File: src/core/pbmc_pkg.sv
package pbmc_pkg;

	// Register byte addresses on the AXI4-Lite bus
	localparam logic [7:0]  PBMC_CTRL_ADDR   = 8'h00; // Basic control register
	localparam logic [7:0]  PBMC_STAT_ADDR   = 8'h04; // Negotiation busy, pending restart and enable
	localparam logic [7:0]  PBMC_ANRES_ADDR  = 8'h08; // Power down and negotiation result inputs shadow (read only)

	// Field positions in the basic control register
	localparam int          PBMC_SPEED_BIT   = 13;    // 1 = 100 Mbps, 0 = 10 Mbps
	localparam int          PBMC_ANEN_BIT    = 12;    // Auto-negotiation enable
	localparam int          PBMC_PDOWN_BIT   = 11;    // Transceiver power down
	localparam int          PBMC_RSVD_BIT    = 10;    // Reserved, reads zero
	localparam int          PBMC_RESTART_BIT = 9;     // Restart negotiation, self clearing
	localparam int          PBMC_DUPLEX_BIT  = 8;     // 1 = full duplex

	// Reset values of the stored fields
	localparam logic        PBMC_SPEED_RST   = 1'b1;
	localparam logic        PBMC_ANEN_RST    = 1'b1;
	localparam logic        PBMC_PDOWN_RST   = 1'b0;
	localparam logic        PBMC_DUPLEX_RST  = 1'b0;

	// AXI response codes
	localparam logic [1:0]  PBMC_RESP_OKAY   = 2'b00;
	localparam logic [1:0]  PBMC_RESP_SLVERR = 2'b10;

	// Link settings handed to the transceiver
	typedef struct packed {
		logic speed_100; // 1 = 100 Mbps
		logic full_dup;  // 1 = full duplex
		logic pdown;     // Transceiver powered down
	} pbmc_link_t;

	// Negotiation engine status
	typedef struct packed {
		logic busy;      // Negotiation in progress
		logic speed_100; // Selected speed
		logic full_dup;  // Selected duplex
	} pbmc_an_t;

endpackage

File: src/core/pbmc_ctrl.sv
// The register addresses and register access over AXI4-Lite were left to the implementer.
`timescale 1ns/1ns
// Summary of operation
// - Negotiation enabled: speed, duplex report results
// - Negotiation disabled: link uses written speed, duplex
// - Speed bit: 0 is 10, 1 is 100
// - Negotiation enable is read-write, resets to one
// - Power down stops transceiver, oscillator keeps running
// - Reserved bit written zero, read ignored
// - Restart bit holds until negotiation starts, clears; here a control write without it, or negotiation off, also clears it
// - Clearing restart bit never disturbs running negotiation
// - Manual duplex applies only while negotiation off
module pbmc_ctrl
	import pbmc_pkg::*;
(
	input  wire logic        clk,           // 125 MHz clock
	input  wire logic        nrst,          // Async reset, active low
	input  wire logic [7:0]  s_axi_awaddr,  // Write address
	input  wire logic        s_axi_awvalid, // Write address valid
	output logic             s_axi_awready, // Write address ready
	input  wire logic [31:0] s_axi_wdata,   // Write data
	input  wire logic [3:0]  s_axi_wstrb,   // Write byte strobes
	input  wire logic        s_axi_wvalid,  // Write data valid
	output logic             s_axi_wready,  // Write data ready
	output logic [1:0]       s_axi_bresp,   // Write response
	output logic             s_axi_bvalid,  // Write response valid
	input  wire logic        s_axi_bready,  // Write response ready
	input  wire logic [7:0]  s_axi_araddr,  // Read address
	input  wire logic        s_axi_arvalid, // Read address valid
	output logic             s_axi_arready, // Read address ready
	output logic [31:0]      s_axi_rdata,   // Read data
	output logic [1:0]       s_axi_rresp,   // Read response
	output logic             s_axi_rvalid,  // Read data valid
	input  wire logic        s_axi_rready,  // Read data ready
	input  wire pbmc_an_t    an_status,     // Negotiation engine status, same clock
	output logic             an_start,      // One-cycle pulse: begin negotiation
	output logic             an_enable,     // Negotiation enable level
	output pbmc_link_t       link_cfg       // Settings applied to the transceiver
);

	////////////////////////////////////////////////////////////////////////////////
	// Register state

	logic       speed_q;     // Written speed
	logic       anen_q;      // Negotiation enable
	logic       pdown_q;     // Power down
	logic       duplex_q;    // Written duplex
	logic       restart_q;   // Pending restart request
	logic       aw_hold_q;   // Write address captured
	logic       w_hold_q;    // Write data captured
	logic [7:0] awaddr_q;    // Captured write address
	logic [31:0] wdata_q;    // Captured write data
	logic [3:0] wstrb_q;     // Captured strobes
	logic       wr_fire;     // Both halves present, response free
	logic       ctrl_wr;     // Write hits control register
	logic [15:0] ctrl_rd;    // Control word as read back
	logic       start_pend;  // Restart may launch now

	////////////////////////////////////////////////////////////////////////////////
	// Write channels: address and data accepted in either order

	assign s_axi_awready = !aw_hold_q;
	assign s_axi_wready  = !w_hold_q;
	assign wr_fire       = aw_hold_q && w_hold_q && !s_axi_bvalid;
	assign ctrl_wr       = wr_fire && (awaddr_q == PBMC_CTRL_ADDR) && wstrb_q[1];

	// Capture address and data halves
	always_ff @(posedge clk or negedge nrst) begin
		if (!nrst) begin
			aw_hold_q <= 1'b0;
			w_hold_q  <= 1'b0;
			awaddr_q  <= 8'h00;
			wdata_q   <= 32'h0000_0000;
			wstrb_q   <= 4'h0;
		end else begin
			if (s_axi_awvalid && s_axi_awready) begin
				aw_hold_q <= 1'b1;
				awaddr_q  <= s_axi_awaddr;
			end else if (wr_fire) begin
				aw_hold_q <= 1'b0;
			end
			if (s_axi_wvalid && s_axi_wready) begin
				w_hold_q <= 1'b1;
				wdata_q  <= s_axi_wdata;
				wstrb_q  <= s_axi_wstrb;
			end else if (wr_fire) begin
				w_hold_q <= 1'b0;
			end
		end
	end

	// Write response; every address other than the control register gets SLVERR
	always_ff @(posedge clk or negedge nrst) begin
		if (!nrst) begin
			s_axi_bvalid <= 1'b0;
			s_axi_bresp  <= PBMC_RESP_OKAY;
		end else if (wr_fire) begin
			s_axi_bvalid <= 1'b1;
			s_axi_bresp  <= (awaddr_q == PBMC_CTRL_ADDR) ? PBMC_RESP_OKAY : PBMC_RESP_SLVERR;
		end else if (s_axi_bready) begin
			s_axi_bvalid <= 1'b0;
		end
	end

	////////////////////////////////////////////////////////////////////////////////
	// Control fields; all live in byte lane 1

	always_ff @(posedge clk or negedge nrst) begin
		if (!nrst) begin
			speed_q  <= PBMC_SPEED_RST;
			anen_q   <= PBMC_ANEN_RST;
			pdown_q  <= PBMC_PDOWN_RST;
			duplex_q <= PBMC_DUPLEX_RST;
		end else if (ctrl_wr) begin
			speed_q  <= wdata_q[PBMC_SPEED_BIT];
			anen_q   <= wdata_q[PBMC_ANEN_BIT];
			pdown_q  <= wdata_q[PBMC_PDOWN_BIT];
			duplex_q <= wdata_q[PBMC_DUPLEX_BIT];
			// Reserved bit is simply not stored
		end
	end

	// Restart request: held until the engine is free to begin, then cleared.
	// A software write of zero while it is pending withdraws it, but never
	// touches a negotiation already running.
	assign start_pend = restart_q && anen_q && !an_status.busy && !pdown_q;

	always_ff @(posedge clk or negedge nrst) begin
		if (!nrst) begin
			restart_q <= 1'b0;
		end else if (ctrl_wr && wdata_q[PBMC_RESTART_BIT] && wdata_q[PBMC_ANEN_BIT]) begin
			restart_q <= 1'b1;
		end else if (start_pend) begin
			restart_q <= 1'b0;
		end else if (ctrl_wr) begin
			restart_q <= 1'b0;
		end else if (!anen_q) begin
			restart_q <= 1'b0;
		end
	end

	// Start pulse to the negotiation engine
	always_ff @(posedge clk or negedge nrst) begin
		if (!nrst) begin
			an_start <= 1'b0;
		end else begin
			an_start <= start_pend;
		end
	end

	////////////////////////////////////////////////////////////////////////////////
	// Link settings handed to the transceiver

	always_ff @(posedge clk or negedge nrst) begin
		if (!nrst) begin
			link_cfg  <= '{speed_100: PBMC_SPEED_RST, full_dup: PBMC_DUPLEX_RST,
				pdown: PBMC_PDOWN_RST};
			an_enable <= PBMC_ANEN_RST;
		end else begin
			an_enable      <= anen_q;
			link_cfg.pdown <= pdown_q;
			if (anen_q) begin
				link_cfg.speed_100 <= an_status.speed_100;
				link_cfg.full_dup  <= an_status.full_dup;
			end else begin
				link_cfg.speed_100 <= speed_q;
				link_cfg.full_dup  <= duplex_q;
			end
		end
	end

	////////////////////////////////////////////////////////////////////////////////
	// Read path

	// Readback: speed and duplex report negotiation result when enabled
	always_comb begin
		ctrl_rd                   = 16'h0000;
		ctrl_rd[PBMC_SPEED_BIT]   = anen_q ? an_status.speed_100 : speed_q;
		ctrl_rd[PBMC_ANEN_BIT]    = anen_q;
		ctrl_rd[PBMC_PDOWN_BIT]   = pdown_q;
		ctrl_rd[PBMC_RSVD_BIT]    = 1'b0;
		ctrl_rd[PBMC_RESTART_BIT] = restart_q;
		ctrl_rd[PBMC_DUPLEX_BIT]  = anen_q ? an_status.full_dup : duplex_q;
	end

	assign s_axi_arready = !s_axi_rvalid;

	// One read outstanding; data registered
	always_ff @(posedge clk or negedge nrst) begin
		if (!nrst) begin
			s_axi_rvalid <= 1'b0;
			s_axi_rdata  <= 32'h0000_0000;
			s_axi_rresp  <= PBMC_RESP_OKAY;
		end else if (s_axi_arvalid && s_axi_arready) begin
			s_axi_rvalid <= 1'b1;
			s_axi_rresp  <= PBMC_RESP_OKAY;
			unique case (s_axi_araddr)
				PBMC_CTRL_ADDR: begin
					s_axi_rdata <= {16'h0000, ctrl_rd};
				end
				PBMC_STAT_ADDR: begin
					s_axi_rdata <= {29'h0, an_status.busy, restart_q, anen_q};
				end
				PBMC_ANRES_ADDR: begin
					s_axi_rdata <= {29'h0, pdown_q, an_status.speed_100, an_status.full_dup};
				end
				default: begin
					s_axi_rdata <= 32'h0000_0000;
					s_axi_rresp <= PBMC_RESP_SLVERR;
				end
			endcase
		end else if (s_axi_rready) begin
			s_axi_rvalid <= 1'b0;
		end
	end

	////////////////////////////////////////////////////////////////////////////////
	// Checks

	a_anen_reset: assert property (@(posedge clk) $rose(nrst) |-> anen_q)
		else $error("Negotiation enable not one after reset");

	a_forced_speed: assert property (@(posedge clk) disable iff (!nrst)
		!anen_q && $stable(anen_q) && $stable(speed_q) |=> link_cfg.speed_100 == $past(speed_q))
		else $error("Forced speed not applied");

	a_forced_duplex: assert property (@(posedge clk) disable iff (!nrst)
		!anen_q && $stable(anen_q) |=> link_cfg.full_dup == $past(duplex_q))
		else $error("Forced duplex not applied");

	a_an_result: assert property (@(posedge clk) disable iff (!nrst)
		anen_q |=> link_cfg.speed_100 == $past(an_status.speed_100))
		else $error("Negotiated speed not applied");

	a_pdown_follow: assert property (@(posedge clk) disable iff (!nrst)
		ctrl_wr |=> ##1 link_cfg.pdown == $past(wdata_q[PBMC_PDOWN_BIT], 2))
		else $error("Power down not applied");

	a_rsvd_zero: assert property (@(posedge clk) disable iff (!nrst)
		ctrl_rd[PBMC_RSVD_BIT] == 1'b0)
		else $error("Reserved bit reads one");

	a_restart_hold: assert property (@(posedge clk) disable iff (!nrst)
		restart_q && !start_pend && !ctrl_wr && anen_q |=> restart_q)
		else $error("Restart cleared before start");

	// Power down taken from the written word: the stored bit updates at the same edge
	a_restart_start: assert property (@(posedge clk) disable iff (!nrst)
		ctrl_wr && wdata_q[PBMC_RESTART_BIT] && wdata_q[PBMC_ANEN_BIT]
		&& !wdata_q[PBMC_PDOWN_BIT] ##1 (!an_status.busy && !ctrl_wr)[*2] |-> an_start)
		else $error("Restart did not launch negotiation");

	// Withdrawing the restart bit keeps negotiation enabled and launches nothing
	a_clear_nodist: assert property (@(posedge clk) disable iff (!nrst)
		ctrl_wr && !wdata_q[PBMC_RESTART_BIT] && wdata_q[PBMC_ANEN_BIT]
		|=> ##1 (an_enable && !an_start))
		else $error("Clearing restart disturbed negotiation");

	c_restart: cover property (@(posedge clk) disable iff (!nrst) an_start);
	c_forced: cover property (@(posedge clk) disable iff (!nrst) ctrl_wr && !wdata_q[PBMC_ANEN_BIT]);
	c_pdown: cover property (@(posedge clk) disable iff (!nrst) link_cfg.pdown);
	c_bad_addr: cover property (@(posedge clk) disable iff (!nrst)
		s_axi_rvalid && s_axi_rresp == PBMC_RESP_SLVERR);

endmodule

File: config.mk
export PLATFORM = sky130hd
export DESIGN_NAME = pbmc_ctrl
export DESIGN_NICKNAME = d
export VERILOG_FILES = /design/src/core/pbmc_pkg.sv /design/src/core/pbmc_ctrl.sv
export SDC_FILE = /design/constraint.sdc
export NUM_CORES = 1
export LEC_CHECK = 0
export BUFFER_PORTS_ARGS = -buffer_cell sky130_fd_sc_hd__buf_2
export CAP_MARGIN = 10
export CORE_AREA = 2 2 74 76
export DETAILED_ROUTE_END_ITERATION = 10
export DIE_AREA = 0 0 76 78
export GPL_TIMING_DRIVEN = 0
export PLACE_DENSITY = 0.66
export SYNTH_ARGS = -nofsm -noshare
export SYNTH_HDL_FRONTEND = slang
export SYNTH_SLANG_ARGS = --single-unit
File: constraint.sdc
create_clock -name clk -period 3.3 [get_ports clk]
set_input_delay 0.66 -clock clk [delete_from_list [all_inputs] [get_ports clk]]
set_output_delay 0.66 -clock clk [all_outputs]
set_load 0.01 [all_outputs]
Word-level counts from Yosys, hierarchy flattened
Index checks and enable logic that the tools add are counted.
- flip-flop bits (word level): 74
- input bits: 62
- output and inout bits: 46
- word-level logic and storage cells: 65
- equal/unequal tests: 3
- mux-type cells: 17
- reductions and logical operators: 25
- operators by type and width (kind ; count):
    14-bit one-hot mux with 3 select lines ; 1
    8-bit zero test ; 2
    1-bit 2-to-1 mux ; 13
    1-bit logical AND ; 12
    8-bit by 3-bit equality test with 1-bit output (second input constant) ; 1
    8-bit by 4-bit equality test with 1-bit output (second input constant) ; 1
    2-bit nonzero test ; 4
    1-bit zero test ; 6
    2-bit 2-to-1 mux ; 3
    4-bit by 1-bit != test with 1-bit output (second input constant) ; 1
    3-bit OR reduction ; 1

Depth between registers and ports, before layout
- depth after elaboration: 7
- gate-level depth with buffers: 4
- gate-level depth less buffers: 3

Worst setup path after synthesis
OpenSTA, ideal clock, no wires.
- kind: input port to flip-flop
- start point: in s_axi_wvalid
- end point: reg wdata_q[11]
- setup time: 125 ps
- data arrival time: 1338 ps
- setup slack: 1837 ps
- stages on the path: 3
- cells stage by stage: nor2b_1 clkbuf_1 mux2_2
- word-level cells in the longest chain between the ends: 1
- RTL lines (item ; line ; RTL):
    start, declared ; pbmc_ctrl.sv:23 ; input wire logic s_axi_wvalid,
    1-bit logical AND ; pbmc_ctrl.sv:82 ; if (s_axi_wvalid && s_axi_wready) begin
    end signal, assigned ; pbmc_ctrl.sv:84 ; wdata_q <= s_axi_wdata;
    end, declared ; pbmc_ctrl.sv:52 ; logic [31:0] wdata_q;
No other way between the ends.
A chain may end at the register's enable or synchronous reset.

Worst setup path in the final report
- start point: reg link_cfg[2] (netlist name)
- end point: out link_cfg[2] (netlist name)
- RTL lines (item ; line ; RTL):
    start, declared ; pbmc_ctrl.sv:38 ; output pbmc_link_t link_cfg
    start signal, assigned ; pbmc_ctrl.sv:156 ; link_cfg <= '{speed_100: PBMC_SPEED_RST, full_dup: PBMC_DUPLEX_RST,
No word-level cell between the ends.

==> impl_metrics.sql <==
INSERT INTO impl_metrics (metric_group, metric, value, unit) VALUES
('status', 'outcome', 'finished clean', ''),
('route', 'wl_per_cell', '10.7', 'um'),
('global_route', 'antenna_found_initial', '0', ''),
('floorplan', 'row_count', '26', ''),
('synthesis', 'synthCells', '149', ''),
('synthesis', 'count_of_distinct_cell_types_in_the_synthesized_netlist', '28', ''),
('route', 'num_vias', '1244', ''),
('setup_path', 'cp.depth', '1', ''),
('synthesis', 'synth-seq-area-share', '0.544', ''),
('floorplan', 'die_width', '76', 'um'),
('placement', 'gpl.final_weighted_congestion', '0.812', ''),
('power_and_ir_drop', 'power.share.combinational', '0.258', ''),
('timing', 'setup-violations-final', '0', ''),
('setup_path', 'cpLargestDelayFamily', 'flip-flops', ''),
('route', 'drt-initial-drc-count', '45', ''),
('clock_network', 'cts.clk_slew.worst_paths', '70', 'ps'),
('floorplan', 'floorplan.die_area', '5930', 'um2'),
('route', 'ant_nets', '0', ''),
('setup_path', 'crit_path_cells', 'buf_2', ''),
('power_and_ir_drop', 'cell_internal_pwr', '0.979', 'mW'),
('power_and_ir_drop', 'leakagePower', '1.19', 'nW'),
('route', 'drtPass1Iterations', '4', ''),
('floorplan', 'die_extent_in_y', '78', 'um'),
('setup_path', 'largest_fanout_on_the_critical_path', '1', ''),
('power_and_ir_drop', 'power_per_cell_area', '615', 'nW/um2'),
('clock_network', 'cts.sinks', '38', ''),
('power_and_ir_drop', 'p_sw', '0.429', 'mW'),
('clock_network', 'hold_fix_buffers_cts', '0', ''),
('clock_network', 'postCtsSetupRepairBufs', '0', ''),
('clock_network', 'root_buffer', 'sky130_fd_sc_hd__clkbuf_8', ''),
('setup_path', 'data_required_time_of_the_worst_path', '2640', 'ps'),
('clock_network', 'cts-buffers-inserted', '5', ''),
('timing', 'max_freq', '635', 'MHz'),
('timing', 'max_slew_margin', '0.453', ''),
('setup_path', 'ff2ff_path_depth', '3', ''),
('global_route', 'grt_pass1_vias', '1223', ''),
('route', 'route.final.wire_length', '3260', 'um'),
('layout', 'final_nets', '294', ''),
('synthesis', 'synth_warnings', '0', ''),
('timing', 'tns', '0', 'ps'),
('worst_hold_path', 'min_path_type', 'flop to flop', ''),
('clock_network', 'post_cts.resized_instances', '0', ''),
('clock_network', 'clock_path_buffers', '2', ''),
('timing', 'max_slew.worst_pin.slew', '820', 'ps'),
('power_and_ir_drop', 'p_total', '1.41', 'mW'),
('floorplan', 'floorplan.io_pins', '108', ''),
('route', 'detail_route.drc_violations', '0', ''),
('clock_network', 'cts_tree', 'yes', ''),
('timing', 'drv_slew', '0', ''),
('layout', 'areaGrowthSynthToFinish', '30.2', '%'),
('setup_path', 'crit_path_end_kind', 'output port', ''),
('global_route', 'grt-ovfl-total', '0', ''),
('synthesis', 'synth_area', '1760', 'um2'),
('route', 'post_drt_via_cell_ratio', '4.11', ''),
('global_route', 'gr-usage-all-layers', '0.117', ''),
('setup_path', 'crit_buf_inv', '1', ''),
('timing', 'period_minus_slack', '1580', 'ps'),
('setup_path', 'timing.critical_path.arrival', '920', 'ps'),
('synthesis', 'post_synth.cell_area_avg', '11.8', 'um2'),
('power_and_ir_drop', 'clkPwrFrac', '0.231', ''),
('clock_network', 'cts_htree_levels', '2', ''),
('layout', 'drive_gt1_frac', '0.476', ''),
('layout', 'antenna_cells', '0', ''),
('worst_hold_path', 'min_delay_path_depth', '0', ''),
('synthesis', 'ys_seq_elements', '38', ''),
('timing', 'clk_skew', '4.13', 'ps'),
('placement', 'dp_hpwl', '2510', 'um'),
('setup_path', 'timing.critical_path.slowest_cell_delay', '520', 'ps'),
('power_and_ir_drop', 'peakVddDrop', '340', 'uV'),
('power_and_ir_drop', 'p_seq_frac', '0.511', ''),
('global_route', 'largest_net_degree_at_the_start_of_global_routing', '39', ''),
('setup_path', 'critical_path.slowest_cell', 'sky130_fd_sc_hd__dfstp_2', ''),
('timing', 'hold_viol_final', '0', ''),
('flow_run', 'max_cap_viol_count', '0', ''),
('timing', 'rsz0062_at_grt', 'no', ''),
('floorplan', 'start_util', '0.349', ''),
('global_route', 'grt_first_pass_wirelength', '5510', 'um'),
('clock_network', 'worstSkewPairLatency', '280', 'ps'),
('timing', 'final.period_utilization', '0.477', ''),
('setup_path', 'crit_type', 'flop to output port', ''),
('placement', 'placement.io_buffers', '51', ''),
('setup_path', 'kind_of_start_point_of_the_critical_path', 'flop', ''),
('power_and_ir_drop', 'power_switching_share', '0.305', ''),
('floorplan', 'core', '5040', 'um2');
[layer usage]
metal / global-route usage / vias up / part of all wire
met2: 0.197 / 68 / 0.48
met3: 0.0407 / 6 / 0.091
met5: 0 / - / 0
li1: - / 619 / -
met4: 0.0473 / 0 / 0.014
met1: 0.138 / 551 / 0.42
[sequential cells by signal, summed over array words and instances (netlist names), 3 cells and up]
signal / flops
awaddr_q: 8
link_cfg: 3
s_axi_rdata: 8
wdata_q: 5
[Yosys cell counts]
cell / n / area [um2]
sky130_fd_sc_hd__dfrtp_1: 34 / 851
sky130_fd_sc_hd__buf_4: 26 / 195
sky130_fd_sc_hd__mux2_2: 18 / 203
sky130_fd_sc_hd__nand2_1: 16 / 60.1
sky130_fd_sc_hd__nor2_1: 8 / 30.0
sky130_fd_sc_hd__o21ai_0: 7 / 35.0
sky130_fd_sc_hd__nor2b_1: 5 / 31.3
sky130_fd_sc_hd__dfstp_2: 4 / 105
sky130_fd_sc_hd__inv_1: 4 / 15.0
sky130_fd_sc_hd__a22oi_1: 3 / 22.5
sky130_fd_sc_hd__o31ai_1: 3 / 22.5
sky130_fd_sc_hd__a21o_1: 2 / 15.0
sky130_fd_sc_hd__clkbuf_1: 2 / 7.51
sky130_fd_sc_hd__mux2_1: 2 / 22.5
sky130_fd_sc_hd__nor4_4: 2 / 42.5
sky130_fd_sc_hd__a21oi_1: 1 / 5.00
sky130_fd_sc_hd__a41oi_1: 1 / 8.76
sky130_fd_sc_hd__and3b_1: 1 / 8.76
sky130_fd_sc_hd__buf_2: 1 / 5.00
sky130_fd_sc_hd__conb_1: 1 / 3.75
sky130_fd_sc_hd__mux2i_1: 1 / 10.0
sky130_fd_sc_hd__nand2b_1: 1 / 6.26
sky130_fd_sc_hd__nand3_1: 1 / 5.00
sky130_fd_sc_hd__nand3b_1: 1 / 7.51
sky130_fd_sc_hd__nand4_1: 1 / 6.26
sky130_fd_sc_hd__nand4_4: 1 / 21.3
sky130_fd_sc_hd__nor3_1: 1 / 5.00
sky130_fd_sc_hd__o211ai_1: 1 / 7.51
[path summary, 6_finish.rpt]
kind                                                    to  slack [ps]                     from
max in group asynchronous          awaddr_q[3]$_DFFE_PN0P_        2320                     nrst
worst min register to register         an_enable$_DFF_PN1_         430       anen_q$_DFFE_PN1P_
worst min-delay path                   an_enable$_DFF_PN1_         430       anen_q$_DFFE_PN1P_
worst max-delay path                           link_cfg[2]        1720    link_cfg[2]$_DFF_PN1_
min in group asynchronous       s_axi_rdata[9]$_DFFE_PN0P_         470                     nrst
worst max register to register        duplex_q$_DFFE_PN0P_        1910  awaddr_q[1]$_DFFE_PN0P_
[final cells by class]
class | instances | area [um2]
multi-input cells | 103 | 673
inverters | 4 | 15.0
flip-flops and latches | 38 | 956
clock inverters | 2 | 12.5
repair buffers | 51 | 255
well taps | 70 | 87.6
clock buffers | 6 | 82.6
plain buffers | 29 | 208
fillers | 479 | 2750
[cell usage in the layout (no fill, tap or decap), drive strengths merged, types with 2 or more instances in the layout]
cell type and instances:
buf 78, dfrtp 34, conb 26, mux2 20, nand2 16, nor2 8
clkbuf 8, o21ai 7, nor2b 5, inv 4, dfstp 4, a22oi 3
o31ai 3, nor4 2, a21o 2, nand4 2
[power by group through the flow]
stage	Combinational (mW)	Clock, mW	Sequential (mW)
2_1_floorplan	0.257	0	0.721
6_report	0.363	0.325	0.720
4_1_cts	0.370	0.337	0.724
5_1_grt	0.404	0.357	0.744
3_5_place_dp	0.369	0	0.731
3_3_place_gp	0.359	0	0.726
[logic make-up (layout without fill, tap and decap cells)]
kind of cell,after synthesis,in the layout,synth area share
DFF,38,38,0.544
and+or+nand+nor,38,38,0.127
buffers and inverters,33,92,0.127
muxes,21,21,0.134
AOI/OAI and AO/OA,18,18,0.0662
other,1,26,0.00213
[per-stage QoR]
step | util | instance area (um2) | setup WS (ps) | instances | hold slack, ps
finish | 0.454 | 2290 | 1720 | 303 | 430
global route | 0.454 | 2290 | 1690 | 303 | 445
CTS | 0.454 | 2290 | 1710 | 303 | 437
global placement | 0.435 | 2190 | 1640 | 295 | 420
detailed placement | 0.435 | 2190 | 1610 | 295 | 426
floorplan | - | 1850 | 1840 | 174 | 364
Note: power is estimated with default switching activity, not from simulation.
